## config.mk

```make
export PLATFORM = sky130hd
export DESIGN_NAME = panel_sync_pulse_generator
export DESIGN_NICKNAME = d
export VERILOG_FILES = /design/src/rtl/panel_sync_pkg.sv /design/src/rtl/panel_sync_pulse_generator.sv
export VERILOG_INCLUDE_DIRS = /design/src /design/src/rtl
export SDC_FILE = /design/constraint.sdc
export NUM_CORES = 1
export LEC_CHECK = 0
export ABC_AREA = 1
export BUFFER_PORTS_ARGS = -buffer_cell sky130_fd_sc_hd__buf_2
export CORE_UTILIZATION = 46
export CTS_CLUSTER_SIZE = 25
export DETAILED_ROUTE_END_ITERATION = 16
export PLACE_DENSITY = 0.73
export SLEW_MARGIN = 0
export SYNTH_ARGS = -nofsm -noshare
export SYNTH_HDL_FRONTEND = slang
export SYNTH_SLANG_ARGS = --single-unit
```

## constraint.sdc

```tcl
create_clock -name CLOCK_I -period 4.8 [get_ports CLOCK_I]
set_input_delay 0.24 -clock CLOCK_I [delete_from_list [all_inputs] [get_ports CLOCK_I]]
set_output_delay 0.24 -clock CLOCK_I [all_outputs]
set_load 0.01 [all_outputs]
```

## src/rtl/panel_sync_defines.svh

```systemverilog
// Register map, reset values and field positions of the sync pulse generator
`ifndef PANEL_SYNC_DEFINES_SVH
`define PANEL_SYNC_DEFINES_SVH
// ----------------------------------------
// Register indices, byte address is 4x
// ----------------------------------------
`define IDX_CTRL      8'h1c
`define IDX_DLY_LO    8'h1d
`define IDX_HOLD      8'h1e
`define IDX_DLY_HI    8'h1f
`define IDX_FAULT     8'h15
`define IDX_STATUS    8'h30
`define IDX_MASK      8'h31
`define ADR_LSB       2
// ----------------------------------------
// Reset values and writable bits
// ----------------------------------------
`define RST_CTRL      8'h24
`define RST_DLY_LO    8'h09
`define RST_HOLD      8'h18
`define RST_DLY_HI    8'h00
`define RST_FAULT     8'h04
`define MSK_DLY_HI    8'h17
`define MSK_FAULT     8'h0d
`define MSK_IRQ       8'h07
// ----------------------------------------
// Field positions
// ----------------------------------------
`define B_SRC_DET     4
`define B_DET_OFF     3
`define B_DET_LVL     2
`define B_GD_SEL      0
`define EV_PULSE      0
`define EV_GATED      1
`define EV_SRC_FAULT  2
// ----------------------------------------
// Pin source codes
// ----------------------------------------
`define SEL_SYNC      3'h0
`define SEL_FAULT     3'h1
`define SEL_GATE      3'h2
`define SEL_VBLANK    3'h3
`define SEL_LATCH     3'h4
`endif

```

## src/rtl/panel_sync_pkg.sv

```systemverilog
// Types shared by the sync pulse generator
package panel_sync_pkg;
   typedef enum logic [2:0] {
      ST_IDLE  = 3'b001,
      ST_DELAY = 3'b010,
      ST_HOLD  = 3'b100
   } pulse_state_t;
   typedef struct packed {
      logic       enable;
      logic       per_frame;
      logic       in_blank;
      logic       invert;
      logic       ab_gate;
      logic [2:0] pin_sel;
   } sync_ctrl_t;
endpackage : panel_sync_pkg

```

## src/rtl/panel_sync_pulse_generator.sv

```systemverilog
// Sync pulse generator with Wishbone register slave
// Notes on behaviour
// - Pulse produced only while enable bit set
// - Period select: per line or per frame
// - Blanking bit clear suppresses pulses in blanking
// - Invert bit selects negative output polarity
// - Abnormal gate bit holds sync output low while abnormal
// - Pin source select picks sync/fault/vblank/latch
// - Code 2 picks gate enable or all-on
// - Delay is 11 bits over two registers
// - Line mode delay counts pixel clocks, min 1
// - Frame mode delay counts line syncs, min 1
// - Hold lasts code pixel clocks, min 1
// - Detect-off enable puts fault pin fixed
// - Detect-off level bit picks low or high
// - Source fault status only when enabled
`include "panel_sync_defines.svh"
module panel_sync_pulse_generator
   import panel_sync_pkg::*;
#(
   parameter int DLY_W  = 11,
   parameter int HOLD_W = 8
) (
   input  wire logic        CLOCK_I,        // Pixel clock
   input  wire logic        RST_I,          // Sync reset, high
   input  wire logic        CYC_I,          // Bus cycle
   input  wire logic        STB_I,          // Bus strobe
   input  wire logic        WE_I,           // Write enable
   input  wire logic [7:0]  ADR_I,          // Byte address
   input  wire logic [3:0]  SEL_I,          // Byte lanes
   input  wire logic [31:0] DAT_I,          // Write data
   output logic      [31:0] DAT_O,          // Read data
   output logic             ACK_O,          // Acknowledge
   input  wire logic        LINE_START_I,   // Line reference pulse
   input  wire logic        FRAME_START_I,  // Frame reference pulse
   input  wire logic        BLANK_I,        // Blanking interval
   input  wire logic        VBLANK_I,       // Vertical blanking
   input  wire logic        ABNORMAL_I,     // Abnormal state
   input  wire logic        FAULT_I,        // Internal fault signal
   input  wire logic        GATE_OE_I,      // Gate output enable
   input  wire logic        GATE_ALL_ON_I,  // Gate all-on
   input  wire logic        LATCH_LOAD_I,   // Latch load
   input  wire logic        SRC_FAULT_I,    // Source driver fault
   output logic             SYNC_PIN_O,     // Sync pin
   output logic             FAULT_PIN_O,    // Fault pin
   output logic             SRC_STATUS_O,   // Source fault status
   output logic             IRQ_O           // Interrupt, level
);
   // ----------------------------------------
   // Registers
   // ----------------------------------------
   sync_ctrl_t   ctrl;
   logic [7:0]   dly_lo;
   logic [7:0]   hold_reg;
   logic [7:0]   dly_hi;
   logic [7:0]   fault_reg;
   logic [7:0]   status;
   logic [7:0]   mask;
   pulse_state_t state;
   logic [DLY_W-1:0]  dly_cnt;
   logic [HOLD_W-1:0] hold_cnt;
   logic [DLY_W-1:0]  dly_code;
   logic [DLY_W-1:0]  dly_eff;
   logic [HOLD_W-1:0] hold_eff;
   logic              req;
   logic              wr;
   logic              rd;
   logic [7:0]        idx;
   logic [7:0]        rd_byte;
   logic              reference;
   logic              tick;
   logic              active;
   logic              gated;
   logic              pulse_lvl;
   logic              next_pin;
   logic [7:0]        events;
   logic              status_rd;

   // ----------------------------------------
   // Bus decode
   // ----------------------------------------
   assign req = CYC_I & STB_I & ~ACK_O;
   assign wr  = req & WE_I & SEL_I[0];
   assign rd  = req & ~WE_I;
   assign idx = {2'h0, ADR_I[7:`ADR_LSB]};
   assign status_rd = rd & (idx == `IDX_STATUS);

   always_ff @(posedge CLOCK_I) begin
      if (RST_I) begin
         ACK_O <= 1'b0;
      end else begin
         ACK_O <= req;
      end
   end

   always_comb begin
      case (idx)
         `IDX_CTRL:   rd_byte = ctrl;
         `IDX_DLY_LO: rd_byte = dly_lo;
         `IDX_HOLD:   rd_byte = hold_reg;
         `IDX_DLY_HI: rd_byte = dly_hi;
         `IDX_FAULT:  rd_byte = fault_reg;
         `IDX_STATUS: rd_byte = status;
         `IDX_MASK:   rd_byte = mask;
         default:     rd_byte = 8'h00;
      endcase
   end

   // Unmapped reads answer zero, unmapped writes are dropped
   always_ff @(posedge CLOCK_I) begin
      if (RST_I) begin
         DAT_O <= 32'h0000_0000;
      end else if (rd) begin
         DAT_O <= {24'h00_0000, rd_byte};
      end
   end

   always_ff @(posedge CLOCK_I) begin
      if (RST_I) begin
         ctrl      <= `RST_CTRL;
         dly_lo    <= `RST_DLY_LO;
         hold_reg  <= `RST_HOLD;
         dly_hi    <= `RST_DLY_HI;
         fault_reg <= `RST_FAULT;
         mask      <= 8'h00;
      end else if (wr) begin
         case (idx)
            `IDX_CTRL:   ctrl      <= DAT_I[7:0];
            `IDX_DLY_LO: dly_lo    <= DAT_I[7:0];
            `IDX_HOLD:   hold_reg  <= DAT_I[7:0];
            `IDX_DLY_HI: dly_hi    <= DAT_I[7:0] & `MSK_DLY_HI;
            `IDX_FAULT:  fault_reg <= DAT_I[7:0] & `MSK_FAULT;
            `IDX_MASK:   mask      <= DAT_I[7:0] & `MSK_IRQ;
            default:     ;
         endcase
      end
   end

   // ----------------------------------------
   // Counter setup
   // ----------------------------------------
   assign dly_code = {dly_hi[2:0], dly_lo};
   // Codes 0 and 1 both mean one unit
   assign dly_eff  = (dly_code == '0) ? DLY_W'(1) : dly_code;
   assign hold_eff = (hold_reg == '0) ? HOLD_W'(1) : hold_reg;
   assign reference = ctrl.per_frame ? FRAME_START_I : LINE_START_I;
   assign tick      = ctrl.per_frame ? LINE_START_I : 1'b1;

   // ----------------------------------------
   // Pulse sequencer
   // ----------------------------------------
   // A reference in any state restarts timing, so a stale
   // schedule never survives a short line or frame
   always_ff @(posedge CLOCK_I) begin
      if (RST_I) begin
         state    <= ST_IDLE;
         dly_cnt  <= '0;
         hold_cnt <= '0;
      end else if (reference) begin
         if (!ctrl.per_frame && dly_eff == DLY_W'(1)) begin
            state    <= ST_HOLD;
            hold_cnt <= hold_eff;
         end else begin
            state   <= ST_DELAY;
            // Frame mode waits for whole line ticks; the reference itself is not one
            dly_cnt <= ctrl.per_frame ? dly_eff : dly_eff - DLY_W'(1);
         end
      end else begin
         case (state)
            ST_IDLE: begin
               state <= ST_IDLE;
            end
            ST_DELAY: begin
               if (tick) begin
                  if (dly_cnt == DLY_W'(1)) begin
                     state    <= ST_HOLD;
                     hold_cnt <= hold_eff;
                  end else begin
                     dly_cnt <= dly_cnt - DLY_W'(1);
                  end
               end
            end
            ST_HOLD: begin
               if (hold_cnt == HOLD_W'(1)) begin
                  state <= ST_IDLE;
               end else begin
                  hold_cnt <= hold_cnt - HOLD_W'(1);
               end
            end
            default: begin
               state <= ST_IDLE;
            end
         endcase
      end
   end

   // ----------------------------------------
   // Output shaping
   // ----------------------------------------
   assign active = (state == ST_HOLD) & ctrl.enable
                 & (ctrl.in_blank | ~BLANK_I);
   assign gated  = ctrl.ab_gate & ABNORMAL_I;
   // Gating forces low after inversion, whatever the polarity
   assign pulse_lvl = gated ? 1'b0 : (active ^ ctrl.invert);

   always_comb begin
      case (ctrl.pin_sel)
         `SEL_SYNC:   next_pin = pulse_lvl;
         `SEL_FAULT:  next_pin = FAULT_I;
         `SEL_GATE:   next_pin = fault_reg[`B_GD_SEL] ?
                                 GATE_OE_I : GATE_ALL_ON_I;
         `SEL_VBLANK: next_pin = VBLANK_I;
         `SEL_LATCH:  next_pin = LATCH_LOAD_I;
         default:     next_pin = 1'b0;
      endcase
   end

   always_ff @(posedge CLOCK_I) begin
      if (RST_I) begin
         SYNC_PIN_O <= 1'b0;
      end else begin
         SYNC_PIN_O <= next_pin;
      end
   end

   // ----------------------------------------
   // Fault pin and source status
   // ----------------------------------------
   always_ff @(posedge CLOCK_I) begin
      if (RST_I) begin
         FAULT_PIN_O <= 1'b0;
      end else if (fault_reg[`B_DET_OFF]) begin
         FAULT_PIN_O <= fault_reg[`B_DET_LVL];
      end else begin
         FAULT_PIN_O <= FAULT_I;
      end
   end

   always_ff @(posedge CLOCK_I) begin
      if (RST_I) begin
         SRC_STATUS_O <= 1'b0;
      end else begin
         SRC_STATUS_O <= SRC_FAULT_I & dly_hi[`B_SRC_DET];
      end
   end

   // ----------------------------------------
   // Interrupt status
   // ----------------------------------------
   always_comb begin
      events = 8'h00;
      events[`EV_PULSE] = active & ~gated
                        & (state == ST_HOLD) & (hold_cnt == hold_eff);
      events[`EV_GATED] = (state == ST_HOLD) & gated;
      events[`EV_SRC_FAULT] = SRC_FAULT_I & dly_hi[`B_SRC_DET];
   end

   // Read clears, but an event in the same cycle wins
   always_ff @(posedge CLOCK_I) begin
      if (RST_I) begin
         status <= 8'h00;
      end else if (status_rd) begin
         status <= events;
      end else begin
         status <= status | events;
      end
   end

   always_ff @(posedge CLOCK_I) begin
      if (RST_I) begin
         IRQ_O <= 1'b0;
      end else begin
         IRQ_O <= |(status & mask);
      end
   end

   int unsigned       run_len;
   logic [HOLD_W-1:0] hold_seen;
   // Measured against the hold code loaded at entry, so a rewrite mid-pulse is legal
   always_ff @(posedge CLOCK_I) begin
      if (RST_I || state != ST_HOLD || reference) begin
         run_len   <= 0;
         hold_seen <= hold_eff;
      end else begin
         run_len <= run_len + 1;
      end
   end
endmodule : panel_sync_pulse_generator

```

==> flow_metrics.py, run 1 <==
metrics = {
    "status": {
        "status": "finished clean",
    },
    "global_routing": {
        "grt_max_degree": 36,
        "grt_pass1_vias": 3711,
        "grtUsageTotal_pct": 22.8,
        "grt_pass1_wl_um": 17500,
        "antenna_found_initial": 0,
        "overflow": 0,
    },
    "clocking": {
        "cts_htree_levels": 3,
        "clock-sinks": 72,
        "post_cts_resized": 0,
        "post_cts_buffers": 0,
        "cts_hold_buf": 0,
        "cts_tree": "yes",
        "clockRootBuffer": "clkbuf_8",
        "clkLatencyLatePin_ns": 0.35,
        "clock_path_buffers": 2,
        "clk_pin_slew_ns": 0.08,
        "cts_buffers": 9,
    },
    "synthesis": {
        "synth_warnings": 0,
        "synth-seq-cells": 72,
        "synth_edf_count": 0,
        "netlist_instances": 622,
        "yosysSeqAreaShare_pct": 35.0,
        "avgSynthCellArea_um2": 6.63,
        "async_reset_ff_share_pct": 0,
        "syn-cell-area_um2": 4120,
        "synth_flop_cell": "dfxtp_1",
        "netlist-cell-type-count": 42,
    },
    "place": {
        "place_ws_ns": 2.44,
        "dp.final_hpwl_um": 7810,
        "place_inst": 759,
        "port_buffers": 42,
        "gp_congestion": 0.924,
    },
    "cells_and_area": {
        "final_common_cell": "nand2_1",
        "finalNonFillerCells": 775,
        "syn_to_final_growth_pct": 9.59,
        "largest_reg_flops": 11,
        "regMostFlops": "dly_cnt",
        "nNetsFinal": 727,
        "seq_area_um2": 1440,
        "layout-drive-gt1-share_pct": 12.4,
        "multiInputGateArea_um2": 2230,
        "nFillCells": 881,
        "mostFrequentLayoutCells": "nand2_1 (124), nor2_1 (85), dfxtp_1 (72)",
        "num_antenna_cells": 0,
    },
    "detailed_routing": {
        "firstDrtPassIters": 5,
        "drt-initial-drc-count": 327,
        "vias": 4152,
        "vias_per_cell": 5.36,
        "drt_wl_total_um": 10600,
        "drtAntennaViolNets": 0,
        "routedWlPerCell_um": 13.7,
        "drc": 0,
    },
    "power": {
        "ir_drop_mv": 0.188,
        "leakagePower_nw": 2.02,
        "p_per_area_nw_per_um2": 284,
    },
    "timing": {
        "finalSetupViolations": 0,
        "fmax_mhz": 419,
        "post-route-min-period_ns": 2.38,
        "fin_tns_setup_ns": 0,
        "finalCritPeriodShare_pct": 49.7,
        "hold_viol_final": 0,
        "fin_worst_skew_ns": 0.00937,
        "slew_violations": 0,
        "slew-limit-headroom_pct": 57.1,
        "tightest_slew_ns": 0.640,
        "layout_setup_ws_ns": 2.42,
        "rsz0062_at_grt": "false",
    },
    "setup_path": {
        "critPathKind": "register to register",
        "startpoint_type": "register",
        "path_common_cell": "nand2_1",
        "cp.arrival_ns": 2.60,
        "reg2reg_to": "dly_cnt[6]$_SDFFE_PP0P_",
        "max_stage_delay_ns": 0.46,
        "worstPathCellList": "inv_1 -> nand2_1 -> nor2_1 -> nand2_1 -> nand2_1 -> inv_1 -> ha_1 -> inv_1 -> nor3_1 -> nand2_1 -> a21oi_1 -> o21ai_0 -> o211ai_1 -> a21oi_1",
        "crit_fanout": 6,
        "reg2reg_slack_ns": 2.42,
        "worstPathRequired_ns": 5.02,
        "critPathSlowestCell": "nor3_1",
        "crit_path_end_kind": "register",
        "r2r-start": "dly_lo[3]$_SDFFE_PP1P_",
        "worst-r2r-cell-count": 14,
    },
    "min_path": {
        "worst_hold_startpoint": "SRC_FAULT_I",
        "min_to": "SRC_STATUS_O$_SDFF_PP0_",
        "whs_path_depth": 3,
        "hp-class": "input port to register",
    },
    "flow_run": {
        "drv_cap": 0,
    },
    "die": {
        "die_height_um": 96.7,
        "dieWidth_um": 96.7,
        "die-area_um2": 9350,
        "io_pins": 96,
        "row_count": 34,
        "core-area_um2": 8680,
        "start_util_pct": 47.5,
    },
}
==> critical path, delay by kind of cell, from the launching register on <==
| kind | cells | cell delay (ns) |
|---|---|---|
| and+or+nand+nor | 6 | 1.08 |
| AOI/OAI and AO/OA | 4 | 0.44 |
| DFF | 1 | 0.38 |
| buffers and inverters | 3 | 0.23 |
| adders and majority gates | 1 | 0.13 |
==> how the worst max path moves through the flow <==
stage	to	slack, ns	from
global placement	dly_cnt[10]$_SDFFE_PP0P_	2.48	dly_lo[3]$_SDFFE_PP1P_
global route	dly_cnt[6]$_SDFFE_PP0P_	2.07	dly_lo[6]$_SDFFE_PP0P_
finish	dly_cnt[6]$_SDFFE_PP0P_	2.42	dly_lo[3]$_SDFFE_PP1P_
floorplan	dly_cnt[6]$_SDFFE_PP0P_	2.81	dly_lo[3]$_SDFFE_PP1P_
CTS	dly_cnt[10]$_SDFFE_PP0P_	2.42	dly_lo[3]$_SDFFE_PP1P_
detailed placement	dly_cnt[10]$_SDFFE_PP0P_	2.44	dly_lo[3]$_SDFFE_PP1P_
==> logic make-up after synthesis <==
group / count (synthesis) / synth area share [%]
adders and majority gates: 6 / 1.82
muxes: 1 / 0.273
buffers and inverters: 113 / 13.1
other: 1 / 0.0910
and+or+nand+nor: 285 / 29.5
xor gates and xnor gates: 8 / 1.70
DFF: 72 / 35.0
AOI/OAI and AO/OA: 136 / 18.6
==> cells in the mapped netlist, types with 5 or more instances <==
master,count,area share [%]
nand2_1,124,11
nor2_1,85,7.7
dfxtp_1,72,35
inv_1,71,6.5
o21ai_0,52,6.3
a21oi_1,45,5.5
nand3_1,36,4.4
buf_4,25,4.6
nor3_1,11,1.3
nand4_1,10,1.5
nor2_2,9,1.4
clkbuf_1,8,0.73
o21ai_1,8,0.97
o211ai_1,7,1.3
ha_1,6,1.8
o22ai_1,5,0.76
xor2_1,5,1.1
==> through the flow <==
stage / instance area (um2) / util, % / power [mW] / hold WS (ns)
after floorplan: 4210 / - / 0.764 / 0.322
after global placement: 4310 / 49.7 / 0.785 / 0.454
after detailed placement: 4310 / 49.7 / 0.791 / 0.454
after CTS: 4520 / 52.1 / 1.28 / 0.105
after global routing: 4520 / 52.1 / 1.34 / 0.113
final: 4520 / 52.1 / 1.29 / 0.109
==> layout make-up <==
class | count | share of cell area (%)
multi-input combinational | 460 | 49.3
sequential | 72 | 31.9
inverter | 76 | 6.37
timing repair buffer | 43 | 4.82
clock buffer | 11 | 3.35
tap | 108 | 2.99
clock inverter | 5 | 1.22
==> power breakdown <==
part	internal (mW)	switching (mW)	leakage (nW)
sequential	0.612	0.0132	0.585
combinational	0.0511	0.104	1.34
clock	0.267	0.239	0.101
==> layer usage <==
layer  vias up  wire length, um  global-route usage, %
li1       2077                -                      -
met1      1888             4790                   30.2
met2       158             4880                   36.4
met3        29              674                   4.26
met4         0              263                   8.96
met5         -                0                      0
No activity file was read; power rests on OpenSTA's default activity.
==> run 2: changes to the inputs <==
==> constraint.sdc (replaced) <==
create_clock -name CLOCK_I -period 2.23 [get_ports CLOCK_I]
set_input_delay 0.1115 -clock CLOCK_I [delete_from_list [all_inputs] [get_ports CLOCK_I]]
set_output_delay 0.1115 -clock CLOCK_I [all_outputs]
set_load 0.01 [all_outputs]
==> run 2 against run 1 <==
Compared with the run above: clock power is 110% higher; largest power group unchanged; design area increased by 3.0%; via count increased by 0.51%; global-route usage is 1.1 points higher; setup slack got worse by 2.2 ns; highest routed layer unchanged; final cell count rose by 1.9%; combinational power up 120%; critical path depth shrank 2; wire length up 1.7%.
==> flow_metrics.py, run 2 (synthesized netlist as in run 1, its figures left out) <==
metrics = {
    "status": {
        "status": "finished clean",
    },
    "setup_path": {
        "cp.arrival_ns": 2.33,
        "crit_fanout": 16,
        "crit_path_end_kind": "register",
        "worstPathRequired_ns": 2.52,
        "startpoint_type": "register",
        "critPathKind": "register to register",
    },
    "timing": {
        "slew-limit-headroom_pct": 60.3,
        "slew_violations": 0,
        "layout_setup_ws_ns": 0.182,
        "finalCritPeriodShare_pct": 91.8,
        "tightest_slew_ns": 0.594,
        "fin_worst_skew_ns": 0.0108,
        "hold_viol_final": 0,
        "finalSetupViolations": 0,
        "fmax_mhz": 488,
        "post-route-min-period_ns": 2.05,
    },
    "global_routing": {
        "overflow": 0,
        "met3_usage_pct": 3.76,
        "grt_pass1_vias": 3824,
        "met2_usage_pct": 37.1,
        "grt_max_degree": 43,
        "antenna_found_initial": 0,
        "grt_use_met1_pct": 33.7,
        "grt.busiest_layer": "met2",
        "grtUsageTotal_pct": 23.9,
        "grt_pass1_wl_um": 18200,
    },
    "place": {
        "place_area_um2": 4410,
        "place_ws_ns": 0.155,
        "gp_congestion": 0.919,
        "dp.final_hpwl_um": 8050,
        "port_buffers": 42,
    },
    "clocking": {
        "clockRootBuffer": "clkbuf_8",
        "clock_path_buffers": 2,
        "clkLatencyLatePin_ns": 0.36,
        "clock-sinks": 72,
        "cts_tree": "yes",
        "clk_pin_slew_ns": 0.09,
        "cts_buffers": 9,
        "cts_htree_levels": 3,
        "post_cts_buffers": 0,
    },
    "min_path": {
        "hp-class": "input port to register",
    },
    "cells_and_area": {
        "largest_reg_flops": 11,
        "final_common_cell": "nand2_1",
        "mostFrequentLayoutCells": "nand2_1 (123), nor2_1 (84), dfxtp_1 (71)",
        "layout-drive-gt1-share_pct": 14.8,
        "regMostFlops": "dly_cnt",
        "fin_area_um2": 4660,
        "num_antenna_cells": 0,
        "syn_to_final_growth_pct": 12.9,
        "nNetsFinal": 742,
    },
    "power": {
        "ir_drop_mv": 0.347,
        "p_per_area_nw_per_um2": 594,
        "p_total_mw": 2.76,
        "leakagePower_nw": 2.10,
    },
    "die": {
        "die-area_um2": 9350,
        "row_count": 34,
        "dieWidth_um": 96.7,
        "start_util_pct": 47.5,
        "core-area_um2": 8680,
        "die_height_um": 96.7,
        "io_pins": 96,
    },
    "detailed_routing": {
        "drt_wl_total_um": 10800,
        "vias": 4173,
        "routedWlPerCell_um": 13.7,
        "drtAntennaViolNets": 0,
        "drt-initial-drc-count": 419,
        "firstDrtPassIters": 5,
        "drc": 0,
        "vias_per_cell": 5.28,
    },
    "flow_run": {
        "drv_cap": 0,
    },
}
==> run 2: per-layer routing <==
| metal | vias up | wire, um |
|---|---|---|
| met5 | - | 0 |
| met4 | 0 | 169 |
| met3 | 15 | 787 |
| met2 | 137 | 4950 |
| met1 | 1910 | 4890 |
| li1 | 2111 | - |
==> run 2: what timing repair did <==
action	CTS	global route
gates resized for setup	0	8
endpoints found under the hold margin	2	0
hold buffers	2	0
endpoints found under the setup margin	0	16
==> run 2: final timing paths <==
kind	from	endpoint	slack (ns)	depth (start not counted)
worst min register to register	DAT_O[6]$_SDFFE_PP0P_	DAT_O[6]$_SDFFE_PP0P_	0.47	2
worst min-delay path	DAT_I[5]	ctrl[5]$_SDFFE_PP1P_	0.01	3
worst max register to register	dly_lo[5]$_SDFFE_PP0P_	dly_cnt[9]$_SDFFE_PP0P_	0.18	12
worst max-delay path	dly_lo[5]$_SDFFE_PP0P_	dly_cnt[9]$_SDFFE_PP0P_	0.18	12
==> run 2: area by class of cell <==
class	instances	area, um2
clock buffers	10	138
clock inverters	6	67.6
fillers	900	4020
inverters	76	288
multi-input cells	460	2250
flip-flops and latches	72	1440
well taps	108	135
repair buffers	58	335
==> run 2: critical path, stage by stage, from the launching register on <==
cell and delay (ns):
dfxtp_1 0.36, nor2_2 0.17, nand2_1 0.08, nor2_2 0.13, nand2_1 0.11, nand2_1 0.12
ha_1 0.15, nand3_1 0.11, o21ai_1 0.22, nand2_4 0.17, inv_2 0.16, nand2_1 0.07
a21oi_1 0.14
==> run 2: power by group <==
group | total [mW] | leakage (nW) | switching [mW] | internal, mW
sequential | 1.34 | 0.586 | 0.0272 | 1.32
clock | 1.08 | 0.0989 | 0.526 | 0.551
combinational | 0.344 | 1.42 | 0.227 | 0.117
==> run 2: per-stage QoR <==
step           std cells  utilization, %  TNS, ns  hold slack, ns
6_report             790            53.6        0          0.0132
5_1_grt              790            53.6  -0.0176          0.0146
4_1_cts              790            53.4        0         0.00241
3_5_place_dp         772            50.8        0           0.371
3_3_place_gp         772            50.8        0           0.365
2_1_floorplan        645               -        0           0.194
==> run 3: changes to the inputs <==
--- a/config.mk
+++ b/config.mk
@@ -12,6 +12,7 @@
 export CTS_CLUSTER_SIZE = 25
 export DETAILED_ROUTE_END_ITERATION = 16
 export PLACE_DENSITY = 0.73
+export RECOVER_POWER = 100
 export SLEW_MARGIN = 0
 export SYNTH_ARGS = -nofsm -noshare
 export SYNTH_HDL_FRONTEND = slang
==> run 3 against run 2 <==
Compared with the run above: clock power hardly changed; power hardly changed; wire length is 0.22% higher; die area stayed put; final cell count stayed put; global-route usage stayed put; count of clock-buffer cells in the layout stayed put; via count is 0.29% higher; largest power group unchanged.
==> flow_metrics.py, run 3 (synthesized netlist as in run 1, its figures left out) <==
metrics = {
    "detailed_routing": {
        "drt_wl_total_um": 10800,
        "drc": 0,
        "vias_per_cell": 5.30,
        "vias": 4185,
        "routedWlPerCell_um": 13.7,
        "firstDrtPassIters": 5,
        "drtAntennaViolNets": 0,
        "drt-initial-drc-count": 375,
    },
    "die": {
        "die_height_um": 96.7,
        "row_count": 34,
        "io_pins": 96,
        "start_util_pct": 47.5,
        "die-area_um2": 9350,
        "dieWidth_um": 96.7,
        "core-area_um2": 8680,
    },
    "global_routing": {
        "grt_pass1_vias": 3824,
        "grt_pass1_wl_um": 18200,
        "grtUsageTotal_pct": 23.9,
        "grt_max_degree": 43,
        "overflow": 0,
        "antenna_found_initial": 0,
    },
    "clocking": {
        "clkLatencyLatePin_ns": 0.36,
        "clock_path_buffers": 2,
        "cts_htree_levels": 3,
        "cts_tree": "yes",
        "clockRootBuffer": "clkbuf_8",
        "clock-sinks": 72,
        "cts_buffers": 9,
        "clk_pin_slew_ns": 0.09,
        "post_cts_buffers": 0,
    },
    "power": {
        "leakagePower_nw": 2.03,
        "p_per_area_nw_per_um2": 598,
        "ir_drop_mv": 0.345,
    },
    "timing": {
        "fin_worst_skew_ns": 0.0111,
        "finalSetupViolations": 0,
        "tightest_slew_ns": 0.610,
        "finalCritPeriodShare_pct": 91.4,
        "layout_setup_ws_ns": 0.192,
        "post-route-min-period_ns": 2.04,
        "worst_hold_slack_ns": 0.0186,
        "slew_violations": 0,
        "hold_viol_final": 0,
        "slew-limit-headroom_pct": 59.2,
        "fmax_mhz": 491,
    },
    "cells_and_area": {
        "mostFrequentLayoutCells": "nand2_1 (123), nor2_1 (86), dfxtp_1 (71)",
        "fin_util_pct": 53.2,
        "nNetsFinal": 742,
        "num_antenna_cells": 0,
        "syn_to_final_growth_pct": 12.0,
        "layout-drive-gt1-share_pct": 12.0,
        "final_common_cell": "nand2_1",
        "regMostFlops": "dly_cnt",
        "largest_reg_flops": 11,
    },
    "place": {
        "gp_congestion": 0.919,
        "place_ws_ns": 0.155,
        "dp.final_hpwl_um": 8050,
        "port_buffers": 42,
    },
    "setup_path": {
        "max_stage_delay_ns": 0.35,
        "worstPathRequired_ns": 2.52,
        "crit_fanout": 16,
        "path_common_cell": "nand2_1",
        "critPathSlowestCell": "dfxtp_1",
        "cp.arrival_ns": 2.33,
        "worstPathCellList": "nor2_2 -> nand2_1 -> nor2_2 -> nand2_1 -> nand2_1 -> ha_1 -> nand3_1 -> o21ai_1 -> nand2_4 -> inv_2 -> nand2_1 -> a21oi_1",
        "cp_num_buf_inv": 1,
        "critPathKind": "register to register",
        "startpoint_type": "register",
        "cp_top_family": "simple AND/OR/NAND/NOR gates",
        "crit_path_end_kind": "register",
    },
    "status": {
        "status": "finished clean",
    },
    "flow_run": {
        "drv_cap": 0,
    },
    "min_path": {
        "hp-class": "input port to register",
    },
}
-- run 3: power breakdown --
group	switching [mW]	internal (mW)	total (mW)	leakage, nW
Sequential	0.0273	1.32	1.34	0.586
Combinational	0.228	0.115	0.343	1.34
Clock	0.524	0.551	1.07	0.0989
-- run 3: final cells by class --
type	instances	area (um2)
well taps	108	135
multi-input cells	460	2240
flip-flops and latches	72	1440
inverters	76	288
repair buffers	58	304
fillers	912	4060
clock inverters	6	67.6
clock buffers	10	138
-- run 3: routing by layer --
layer / track usage (%) / share of wire [%] / vias up
met2: 37.1 / 45 / 152
met5: 0 / 0 / -
li1: - / - / 2109
met3: 3.76 / 6.6 / 18
met4: 7.81 / 1.7 / 0
met1: 33.7 / 46 / 1906
-- run 3: metrics by stage --
step / total power, mW / cell area [um2] / setup TNS [ns] / instances
CTS: 2.78 / 4630 / 0 / 790
finish: 2.76 / 4620 / 0 / 790
global placement: 1.70 / 4410 / 0 / 772
global route: 2.89 / 4620 / -0.0176 / 790
detailed placement: 1.71 / 4410 / 0 / 772
floorplan: 1.64 / 4210 / 0 / 645
-- run 3: timing repair --
item | in CTS | in global routing
hold buffers | 2 | 0
resized for setup | 0 | 8
endpoints found under the setup margin | 0 | 16
hold endpoints to repair | 2 | 0
-- run 3: tightest hold or removal path, cell delays in order --
cell and delay [ns]:
buf_2 0.12, nand2_1 0.05, nand3_1 0.07
-- run 3: path summary, 6_finish.rpt --
kind	from	endpoint	slack, ns	cells past startpoint
min	DAT_I[5]	ctrl[5]$_SDFFE_PP1P_	0.02	3
max reg2reg	dly_lo[5]$_SDFFE_PP0P_	dly_cnt[9]$_SDFFE_PP0P_	0.19	12
min reg2reg	DAT_O[0]$_SDFFE_PP0P_	DAT_O[0]$_SDFFE_PP0P_	0.47	2
max	dly_lo[5]$_SDFFE_PP0P_	dly_cnt[9]$_SDFFE_PP0P_	0.19	12
